==> src/inc/pdc_pkg.sv <==
// Constants and types shared by the divider configuration slice.
package pdc_pkg;

  localparam int unsigned PDC_AW = 8;
  localparam int unsigned PDC_DW = 8;
  localparam int unsigned PDC_LS_W = 20;
  localparam int unsigned PDC_HS_W = 3;
  localparam int unsigned PDC_HS_CNT_W = 4;

  // Register offsets.
  localparam logic [PDC_AW-1:0] PDC_ADDR_OUT_HS = 8'h19;
  localparam logic [PDC_AW-1:0] PDC_ADDR_OUT1_TOP = 8'h1f;
  localparam logic [PDC_AW-1:0] PDC_ADDR_OUT1_MID = 8'h20;
  localparam logic [PDC_AW-1:0] PDC_ADDR_OUT1_LOW = 8'h21;
  localparam logic [PDC_AW-1:0] PDC_ADDR_OUT2_TOP = 8'h22;
  localparam logic [PDC_AW-1:0] PDC_ADDR_OUT2_MID = 8'h23;
  localparam logic [PDC_AW-1:0] PDC_ADDR_OUT2_LOW = 8'h24;
  localparam logic [PDC_AW-1:0] PDC_ADDR_FB_CTRL = 8'h28;
  localparam logic [PDC_AW-1:0] PDC_ADDR_FB_MID = 8'h29;
  localparam logic [PDC_AW-1:0] PDC_ADDR_FB_LOW = 8'h2a;

  // Reset values of whole registers.
  localparam logic [PDC_DW-1:0] PDC_RST_OUT_HS = 8'h20;
  localparam logic [PDC_DW-1:0] PDC_RST_OUT1_TOP = 8'h00;
  localparam logic [PDC_DW-1:0] PDC_RST_OUT1_MID = 8'h00;
  localparam logic [PDC_DW-1:0] PDC_RST_OUT1_LOW = 8'h31;
  localparam logic [PDC_DW-1:0] PDC_RST_OUT2_TOP = 8'h00;
  localparam logic [PDC_DW-1:0] PDC_RST_OUT2_MID = 8'h00;
  localparam logic [PDC_DW-1:0] PDC_RST_OUT2_LOW = 8'h31;
  localparam logic [PDC_DW-1:0] PDC_RST_FB_CTRL = 8'hc0;
  localparam logic [PDC_DW-1:0] PDC_RST_FB_MID = 8'h00;
  localparam logic [PDC_DW-1:0] PDC_RST_FB_LOW = 8'hf9;

  // Field positions inside the byte registers and the 20-bit ratio.
  localparam int unsigned PDC_HS_LSB = 5;
  localparam int unsigned PDC_HS_MSB = 7;
  localparam int unsigned PDC_NIB_MSB = 3;
  localparam int unsigned PDC_TOP_LSB = 16;
  localparam int unsigned PDC_TOP_MSB = 19;
  localparam int unsigned PDC_MID_LSB = 8;
  localparam int unsigned PDC_MID_MSB = 15;
  localparam int unsigned PDC_LOW_MSB = 7;

  // Readable bit masks; every other bit is reserved and reads zero.
  localparam logic [PDC_DW-1:0] PDC_MASK_OUT_HS = 8'he0;
  localparam logic [PDC_DW-1:0] PDC_MASK_TOP = 8'h0f;
  localparam logic [PDC_DW-1:0] PDC_MASK_FB_CTRL = 8'hef;

  // A high-speed code of zero divides by four, so the last count is code plus three.
  localparam logic [PDC_HS_CNT_W-1:0] PDC_HS_LAST_OFS = 4'h3;

endpackage : pdc_pkg

==> src/inc/pdc_div_if.sv <==
// Connection between the register slice and one divider stage.
interface pdc_div_if;
  import pdc_pkg::*;

  logic [PDC_LS_W-1:0] ratio;
  logic stepIn;
  logic tickOut;

  modport ctl (output ratio, output stepIn, input tickOut);
  modport divider (input ratio, input stepIn, output tickOut);

endinterface : pdc_div_if

==> src/hw/pdc_hs_div.sv <==
// High-speed divider stage, dividing its step pulses by code plus four.
module pdc_hs_div
  import pdc_pkg::*;
(
  input wire logic clk,
  input wire logic srst,
  pdc_div_if.divider link
);

  logic [PDC_HS_CNT_W-1:0] count;
  logic [PDC_HS_CNT_W-1:0] next_count;
  logic [PDC_HS_CNT_W-1:0] lastCount;
  logic tick;
  logic next_tick;

  assign lastCount = PDC_HS_CNT_W'(link.ratio[PDC_HS_W-1:0]) + PDC_HS_LAST_OFS;
  assign link.tickOut = tick;

  always_comb
  begin
    next_count = count;
    next_tick = 1'b0;
    if (link.stepIn)
    begin
      // A code lowered mid-count must not strand the counter above its end.
      if (count >= lastCount)
      begin
        next_count = '0;
        next_tick = 1'b1;
      end
      else
      begin
        next_count = count + 1'b1;
      end
    end
  end

  always_ff @(posedge clk)
  begin
    if (srst)
    begin
      count <= '0;
      tick <= 1'b0;
    end
    else
    begin
      count <= next_count;
      tick <= next_tick;
    end
  end
endmodule : pdc_hs_div

==> src/hw/pdc_ls_div.sv <==
// Low-speed divider stage, dividing its step pulses by field value plus one.
module pdc_ls_div
  import pdc_pkg::*;
(
  input wire logic clk,
  input wire logic srst,
  pdc_div_if.divider link
);

  logic [PDC_LS_W-1:0] count;
  logic [PDC_LS_W-1:0] next_count;
  logic tick;
  logic next_tick;

  assign link.tickOut = tick;

  always_comb
  begin
    next_count = count;
    next_tick = 1'b0;
    if (link.stepIn)
    begin
      if (count >= link.ratio)
      begin
        next_count = '0;
        next_tick = 1'b1;
      end
      else
      begin
        next_count = count + 1'b1;
      end
    end
  end

  always_ff @(posedge clk)
  begin
    if (srst)
    begin
      count <= '0;
      tick <= 1'b0;
    end
    else
    begin
      count <= next_count;
      tick <= next_tick;
    end
  end
endmodule : pdc_ls_div

==> src/hw/pdc_regs_top.sv <==
// Divider configuration registers and the divider chains they steer.
//
// Contract
// - Output one field split top, middle, low.
// - Output dividers divide by field plus one.
// - Output two field uses same layout.
// - Feedback high-speed code selects four to eleven.
// - Feedback low top nibble shares control register.
// - Output low bytes reset to 0x31.
// - Feedback control register resets to 0xc0.
// - Output high-speed divider feeds both outputs.
// - Feedback middle and low bytes follow; low resets 0xf9.
module pdc_regs_top
  import pdc_pkg::*;
(
  input wire logic clk,
  input wire logic srst,
  input wire logic [PDC_AW-1:0] regAddr,
  input wire logic regWrEn,
  input wire logic [PDC_DW-1:0] regWrData,
  input wire logic regRdEn,
  output logic [PDC_DW-1:0] regRdData,
  output logic clockOutputOne,
  output logic clockOutputTwo,
  output logic phaseDetectorTick,
  output logic ratioFaultOne,
  output logic ratioFaultTwo
);

  logic [PDC_HS_W-1:0] outHsCode;
  logic [PDC_HS_W-1:0] next_outHsCode;
  logic [PDC_LS_W-1:0] out1Ratio;
  logic [PDC_LS_W-1:0] next_out1Ratio;
  logic [PDC_LS_W-1:0] out2Ratio;
  logic [PDC_LS_W-1:0] next_out2Ratio;
  logic [PDC_HS_W-1:0] fbHsCode;
  logic [PDC_HS_W-1:0] next_fbHsCode;
  logic [PDC_LS_W-1:0] fbRatio;
  logic [PDC_LS_W-1:0] next_fbRatio;
  logic [PDC_DW-1:0] next_regRdData;
  logic [PDC_DW-1:0] readValue;
  logic next_ratioFaultOne;
  logic next_ratioFaultTwo;

  pdc_div_if outHsLink ();
  pdc_div_if out1Link ();
  pdc_div_if out2Link ();
  pdc_div_if fbHsLink ();
  pdc_div_if fbLsLink ();

  // Register writes. Only the named field bits are stored, so reserved
  // bits never hold state.
  always_comb
  begin
    next_outHsCode = outHsCode;
    next_out1Ratio = out1Ratio;
    next_out2Ratio = out2Ratio;
    next_fbHsCode = fbHsCode;
    next_fbRatio = fbRatio;
    if (regWrEn)
    begin
      case (regAddr)
        PDC_ADDR_OUT_HS:
        begin
          next_outHsCode = regWrData[PDC_HS_MSB:PDC_HS_LSB];
        end
        PDC_ADDR_OUT1_TOP:
        begin
          next_out1Ratio[PDC_TOP_MSB:PDC_TOP_LSB] = regWrData[PDC_NIB_MSB:0];
        end
        PDC_ADDR_OUT1_MID:
        begin
          next_out1Ratio[PDC_MID_MSB:PDC_MID_LSB] = regWrData;
        end
        PDC_ADDR_OUT1_LOW:
        begin
          next_out1Ratio[PDC_LOW_MSB:0] = regWrData;
        end
        PDC_ADDR_OUT2_TOP:
        begin
          next_out2Ratio[PDC_TOP_MSB:PDC_TOP_LSB] = regWrData[PDC_NIB_MSB:0];
        end
        PDC_ADDR_OUT2_MID:
        begin
          next_out2Ratio[PDC_MID_MSB:PDC_MID_LSB] = regWrData;
        end
        PDC_ADDR_OUT2_LOW:
        begin
          next_out2Ratio[PDC_LOW_MSB:0] = regWrData;
        end
        PDC_ADDR_FB_CTRL:
        begin
          next_fbHsCode = regWrData[PDC_HS_MSB:PDC_HS_LSB];
          next_fbRatio[PDC_TOP_MSB:PDC_TOP_LSB] = regWrData[PDC_NIB_MSB:0];
        end
        PDC_ADDR_FB_MID:
        begin
          next_fbRatio[PDC_MID_MSB:PDC_MID_LSB] = regWrData;
        end
        PDC_ADDR_FB_LOW:
        begin
          next_fbRatio[PDC_LOW_MSB:0] = regWrData;
        end
        default:
        begin
          next_fbRatio = fbRatio;
        end
      endcase
    end
  end

  // Read decode. Unmapped offsets read zero.
  always_comb
  begin
    readValue = '0;
    case (regAddr)
      PDC_ADDR_OUT_HS:
      begin
        readValue[PDC_HS_MSB:PDC_HS_LSB] = outHsCode;
      end
      PDC_ADDR_OUT1_TOP:
      begin
        readValue[PDC_NIB_MSB:0] = out1Ratio[PDC_TOP_MSB:PDC_TOP_LSB];
      end
      PDC_ADDR_OUT1_MID:
      begin
        readValue = out1Ratio[PDC_MID_MSB:PDC_MID_LSB];
      end
      PDC_ADDR_OUT1_LOW:
      begin
        readValue = out1Ratio[PDC_LOW_MSB:0];
      end
      PDC_ADDR_OUT2_TOP:
      begin
        readValue[PDC_NIB_MSB:0] = out2Ratio[PDC_TOP_MSB:PDC_TOP_LSB];
      end
      PDC_ADDR_OUT2_MID:
      begin
        readValue = out2Ratio[PDC_MID_MSB:PDC_MID_LSB];
      end
      PDC_ADDR_OUT2_LOW:
      begin
        readValue = out2Ratio[PDC_LOW_MSB:0];
      end
      PDC_ADDR_FB_CTRL:
      begin
        readValue[PDC_HS_MSB:PDC_HS_LSB] = fbHsCode;
        readValue[PDC_NIB_MSB:0] = fbRatio[PDC_TOP_MSB:PDC_TOP_LSB];
      end
      PDC_ADDR_FB_MID:
      begin
        readValue = fbRatio[PDC_MID_MSB:PDC_MID_LSB];
      end
      PDC_ADDR_FB_LOW:
      begin
        readValue = fbRatio[PDC_LOW_MSB:0];
      end
      default:
      begin
        readValue = '0;
      end
    endcase
  end

  // The read word is captured on the request and then held, so software
  // may sample it late without racing a later write.
  always_comb
  begin
    next_regRdData = regRdEn ? readValue : regRdData;
    next_ratioFaultOne = (out1Ratio != '0) && !out1Ratio[0];
    next_ratioFaultTwo = (out2Ratio != '0) && !out2Ratio[0];
  end

  always_ff @(posedge clk)
  begin
    if (srst)
    begin
      outHsCode <= PDC_RST_OUT_HS[PDC_HS_MSB:PDC_HS_LSB];
      out1Ratio <= {PDC_RST_OUT1_TOP[PDC_NIB_MSB:0], PDC_RST_OUT1_MID, PDC_RST_OUT1_LOW};
      out2Ratio <= {PDC_RST_OUT2_TOP[PDC_NIB_MSB:0], PDC_RST_OUT2_MID, PDC_RST_OUT2_LOW};
      fbHsCode <= PDC_RST_FB_CTRL[PDC_HS_MSB:PDC_HS_LSB];
      fbRatio <= {PDC_RST_FB_CTRL[PDC_NIB_MSB:0], PDC_RST_FB_MID, PDC_RST_FB_LOW};
      regRdData <= '0;
      ratioFaultOne <= 1'b0;
      ratioFaultTwo <= 1'b0;
    end
    else
    begin
      outHsCode <= next_outHsCode;
      out1Ratio <= next_out1Ratio;
      out2Ratio <= next_out2Ratio;
      fbHsCode <= next_fbHsCode;
      fbRatio <= next_fbRatio;
      regRdData <= next_regRdData;
      ratioFaultOne <= next_ratioFaultOne;
      ratioFaultTwo <= next_ratioFaultTwo;
    end
  end

  // Divider chains. The synthesis clock is this clock, so each
  // high-speed stage steps on every rising edge. A ratio written byte by byte
  // is live at once; intermediate ratios may appear for a few periods.
  // output high-speed stage
  assign outHsLink.ratio = PDC_LS_W'(outHsCode);
  assign outHsLink.stepIn = 1'b1;
  // both outputs fed by one stage
  assign out1Link.ratio = out1Ratio;
  assign out1Link.stepIn = outHsLink.tickOut;
  assign out2Link.ratio = out2Ratio;
  assign out2Link.stepIn = outHsLink.tickOut;
  assign fbHsLink.ratio = PDC_LS_W'(fbHsCode);
  assign fbHsLink.stepIn = 1'b1;
  assign fbLsLink.ratio = fbRatio;
  assign fbLsLink.stepIn = fbHsLink.tickOut;

  pdc_hs_div outHsDiv (.clk(clk), .srst(srst), .link(outHsLink.divider));
  pdc_ls_div out1Div (.clk(clk), .srst(srst), .link(out1Link.divider));
  pdc_ls_div out2Div (.clk(clk), .srst(srst), .link(out2Link.divider));
  pdc_hs_div fbHsDiv (.clk(clk), .srst(srst), .link(fbHsLink.divider));
  pdc_ls_div fbLsDiv (.clk(clk), .srst(srst), .link(fbLsLink.divider));

  assign clockOutputOne = out1Link.tickOut;
  assign clockOutputTwo = out2Link.tickOut;
  assign phaseDetectorTick = fbLsLink.tickOut;
endmodule : pdc_regs_top

==> config.mk <==
export PLATFORM = sky130hd
export DESIGN_NAME = pdc_regs_top
export DESIGN_NICKNAME = d
export VERILOG_FILES = /design/src/inc/pdc_pkg.sv /design/src/inc/pdc_div_if.sv /design/src/hw/pdc_hs_div.sv /design/src/hw/pdc_ls_div.sv /design/src/hw/pdc_regs_top.sv
export SDC_FILE = /design/constraint.sdc
export NUM_CORES = 1
export LEC_CHECK = 0
export ABC_AREA = 1
export BUFFER_PORTS_ARGS = -buffer_cell sky130_fd_sc_hd__buf_2
export CAP_MARGIN = 15
export CORE_MARGIN = 3
export CORE_UTILIZATION = 46
export CTS_CLUSTER_SIZE = 24
export DETAILED_ROUTE_END_ITERATION = 8
export GPL_TIMING_DRIVEN = 0
export PLACE_DENSITY = 0.72
export SLEW_MARGIN = 20
export SYNTH_ARGS = -nofsm -noshare
export SYNTH_HDL_FRONTEND = slang
export SYNTH_SLANG_ARGS = --single-unit
==> constraint.sdc <==
create_clock -name clk -period 1.8 [get_ports clk]
set_clock_uncertainty 0.05 [all_clocks]
set_input_delay 0.27 -clock clk [delete_from_list [all_inputs] [get_ports clk]]
set_output_delay 0.27 -clock clk [all_outputs]
set_load 0.03 [all_outputs]
==> impl_metrics.csv <==
group,metric,value,unit
placed_design,hpwl,16.8,mm
floorplanning,rows,49,
pwr,p_total,7.57,mW
floorplanning,coreArea,18100,sq um
yosys,ys_ff_latch,149,
final_layout,syn_to_final_growth,27.6,%
yosys,syn_nets,1300,
pwr,leakage,4.55,nW
global_routing,grt_pass1_wl,37.7,mm
pwr,irDropWorstVdd,741,uV
setup_path,path_cells,"inv_4, ha_4, a21oi_1, nand2_2, a21oi_2, nand4_1, nand2_2, nand2_4, buf_8, nor2_1",
detailed_routing,wirelength,24.7,mm
placed_design,place_area,8960,sq um
final_layout,postLayoutCellArea,10900,sq um
setup_path,end_kind,"flop",
setup_path,crit_family,"simple AND/OR/NAND/NOR gates",
global_routing,grt_overflow,0,
timing,tightest_slew,0.631,ns
detailed_routing,drtIter0Drc,657,
clock_tree,clk_latency,0.44,ns
clock_tree,cts_buffers,17,
global_routing,grt_max_degree,17,
clock_tree,holdBufCountCts,0,
clock_tree,cts_tree,"yes",
global_routing,grtUsageTotal,23.5,%
job,max-cap-violations,0,
floorplanning,dieHeight,142,microns
setup_path,critical_path.max_stage_delay,0.35,ns
detailed_routing,drc_errors,0,
setup_path,crit_fanout,5,
global_routing,top_usage_layer,"met2",
status,status,"complete, but fails checks",
timing,max_freq,0.545,GHz
detailed_routing,vias,8235,
global_routing,grt_antenna_before_repair,1,
detailed_routing,viasPerCell,5.38,
yosys,yosysWarnings,0,
final_layout,layout-drive-gt1-share,32.1,%
setup_path,crit_path_start_kind,"flop",
yosys,synthArstFlopShare,0,%
global_routing,grtUsageMet2,39.2,%
final_layout,nets,1383,
floorplanning,fp.dieArea,20200,sq um
clock_tree,clockRootBuffer,"clkbuf_16",
global_routing,grtUsageMet1,30.3,%
final_layout,final_util,60.2,%
clock_tree,clkSinkCount,149,
floorplanning,die_x,142,microns
timing,max-slew-margin-rel,57.9,%
floorplanning,io_pins,33,
clock_tree,cts_max_path_buffers,2,
yosys,avgSynthCellArea,7.08,sq um
yosys,synth_cell_types,39,
clock_tree,clkTransAtPathRegs,0.07,ns
detailed_routing,dr.pass1.iters,6,
setup_path,crit_buf_inv,2,
placed_design,gp_congestion,0.988,
global_routing,first_global_vias,7528,
detailed_routing,ant_nets,0,
placed_design,dp.cells,1463,
timing,hold_viol_final,0,
yosys,syn_area,8530,sq um
setup_path,path_class,"flop to flop",
status,violations,"negative setup slack",
timing,period_needed,1.83,ns
setup_path,cp_slowest_cell,"dfxtp_2",
setup_path,path_common_cell,"nand2_2",
timing,setup_ws,-0.0344,ns
timing,fin_crit_sh,102,%
pwr,pwr_density_cell,695,nW/um^2
yosys,synth_area_leaders,"dfxtp_1, ha_1, nand2_1",
yosys,synth-edff-count,0,
timing,setup_viol,23,
placed_design,portBuffers,29,
timing,final-max-slew-violation-count,0,
final_layout,diodes,0,
yosys,synth_cells,1205,
setup_path,arrival,2.15,ns
yosys,synth_top_area_share,35.0,%
final_layout,stdcell_count,1530,
yosys,synth_top_area_cell,"dfxtp_1",
clock_tree,h-tree-depth,4,
setup_path,required,2.12,ns
yosys,yosys_most_used_dff,"dfxtp_1",
worst_hold_path,worstHoldPathType,"input port to flop",
global_routing,met3_usage,3.86,%
detailed_routing,wl_per_cell,16.2,microns
yosys,yosysSeqAreaShare,35.0,%
floorplanning,start_util,47.1,%
timing,grt_setup_unrepaired,"yes",
-- sequential cells by signal (all words and copies together), names as in the netlist, 8 cells and up --
signal and cells:
out1Link.ratio 20, regRdData 8, out1Div.count 20, fbLsLink.ratio 20
fbLsDiv.count 20, out2Div.count 20, out2Link.ratio 20
-- cells by family after synthesis --
logic type | share of synthesized area (%)
buf+inv | 8.85
xor+xnor | 4.52
flops | 35.0
compound gates | 11.7
mux | 0.352
fa+ha+maj | 11.0
simple gates | 28.6
-- routing by layer --
metal	vias up	part of all wire [%]
li1	4083	-
met1	3829	43
met2	246	48
met3	75	5.4
met4	2	3.6
met5	-	0.053
-- cell type report --
type / instances / area (sq um)
Buffer: 26 / 191
Clock buffer: 18 / 439
Clock inverter: 14 / 166
Fill cell: 1519 / 7200
Inverter: 161 / 609
Multi-Input combinational cell: 869 / 5660
Sequential cell: 149 / 3100
Tap cell: 229 / 287
Timing Repair Buffer: 64 / 430
-- cell usage in the layout (no fill, tap or decap), drive strengths merged, types with 21 or more instances in the layout --
cell type / Yosys / routed
ha: 75 / 75
nor2: 184 / 184
nand4: 21 / 21
nand3: 73 / 73
nand2: 247 / 247
o21ai: 76 / 76
xor2: 33 / 33
dfxtp: 149 / 149
clkbuf: 5 / 23
a21oi: 87 / 87
buf: 21 / 85
nor3: 22 / 22
inv: 160 / 166
-- where the power goes --
part | switching, mW | internal [mW]
Clock | 1.57 | 2.12
Sequential | 0.0468 | 3.33
Combinational | 0.325 | 0.174
-- per-stage QoR --
stage | hold slack, ns | worst slack [ns] | setup TNS [ns]
2_1_floorplan | 0.346 | 0.113 | 0
3_3_place_gp | 0.394 | -0.167 | -7.95
3_5_place_dp | 0.405 | -0.248 | -10.75
4_1_cts | 0.129 | 0.000390 | 0
5_1_grt | 0.156 | -0.142 | -5.19
6_report | 0.139 | -0.0344 | -0.247
-- path summary, 6_finish.rpt --
path | slack, ns | end | depth (start not counted) | startpoint
hold / removal | 0.14 | fbLsLink.ratio[5] | 3 | regWrData[5]
setup reg to reg | -0.03 | out1Div.count[11] | 10 | out1Link.ratio[15]
hold reg to reg | 0.41 | fbHsDiv.count[0] | 1 | fbHsDiv.count[0]
setup / recovery | -0.03 | out1Div.count[11] | 10 | out1Link.ratio[15]
-- Yosys cell counts, types with 6 or more instances --
| master | n |
|---|---|
| buf_2 | 12 |
| nand4_1 | 21 |
| inv_1 | 155 |
| nor3_1 | 20 |
| ha_1 | 75 |
| nor2_1 | 165 |
| dfxtp_1 | 149 |
| nor4_1 | 6 |
| xnor2_1 | 11 |
| o21bai_1 | 6 |
| nand3_1 | 71 |
| xor2_1 | 33 |
| nand2_2 | 11 |
| nor2_2 | 14 |
| a21oi_1 | 87 |
| o211ai_1 | 7 |
| nand2_1 | 235 |
| o21ai_0 | 76 |
-- worst min-delay path: stages --
cell	delay, ns
buf_2	0.17
a21oi_1	0.08
o21ai_0	0.06
-- what timing repair did --
action	CTS	global route
gates cloned	6	0
endpoints found under the setup margin	68	70
resized for setup	89	221
pin swaps	21	48
setup buffers	13	16
No activity file was read; power rests on OpenSTA's default activity.
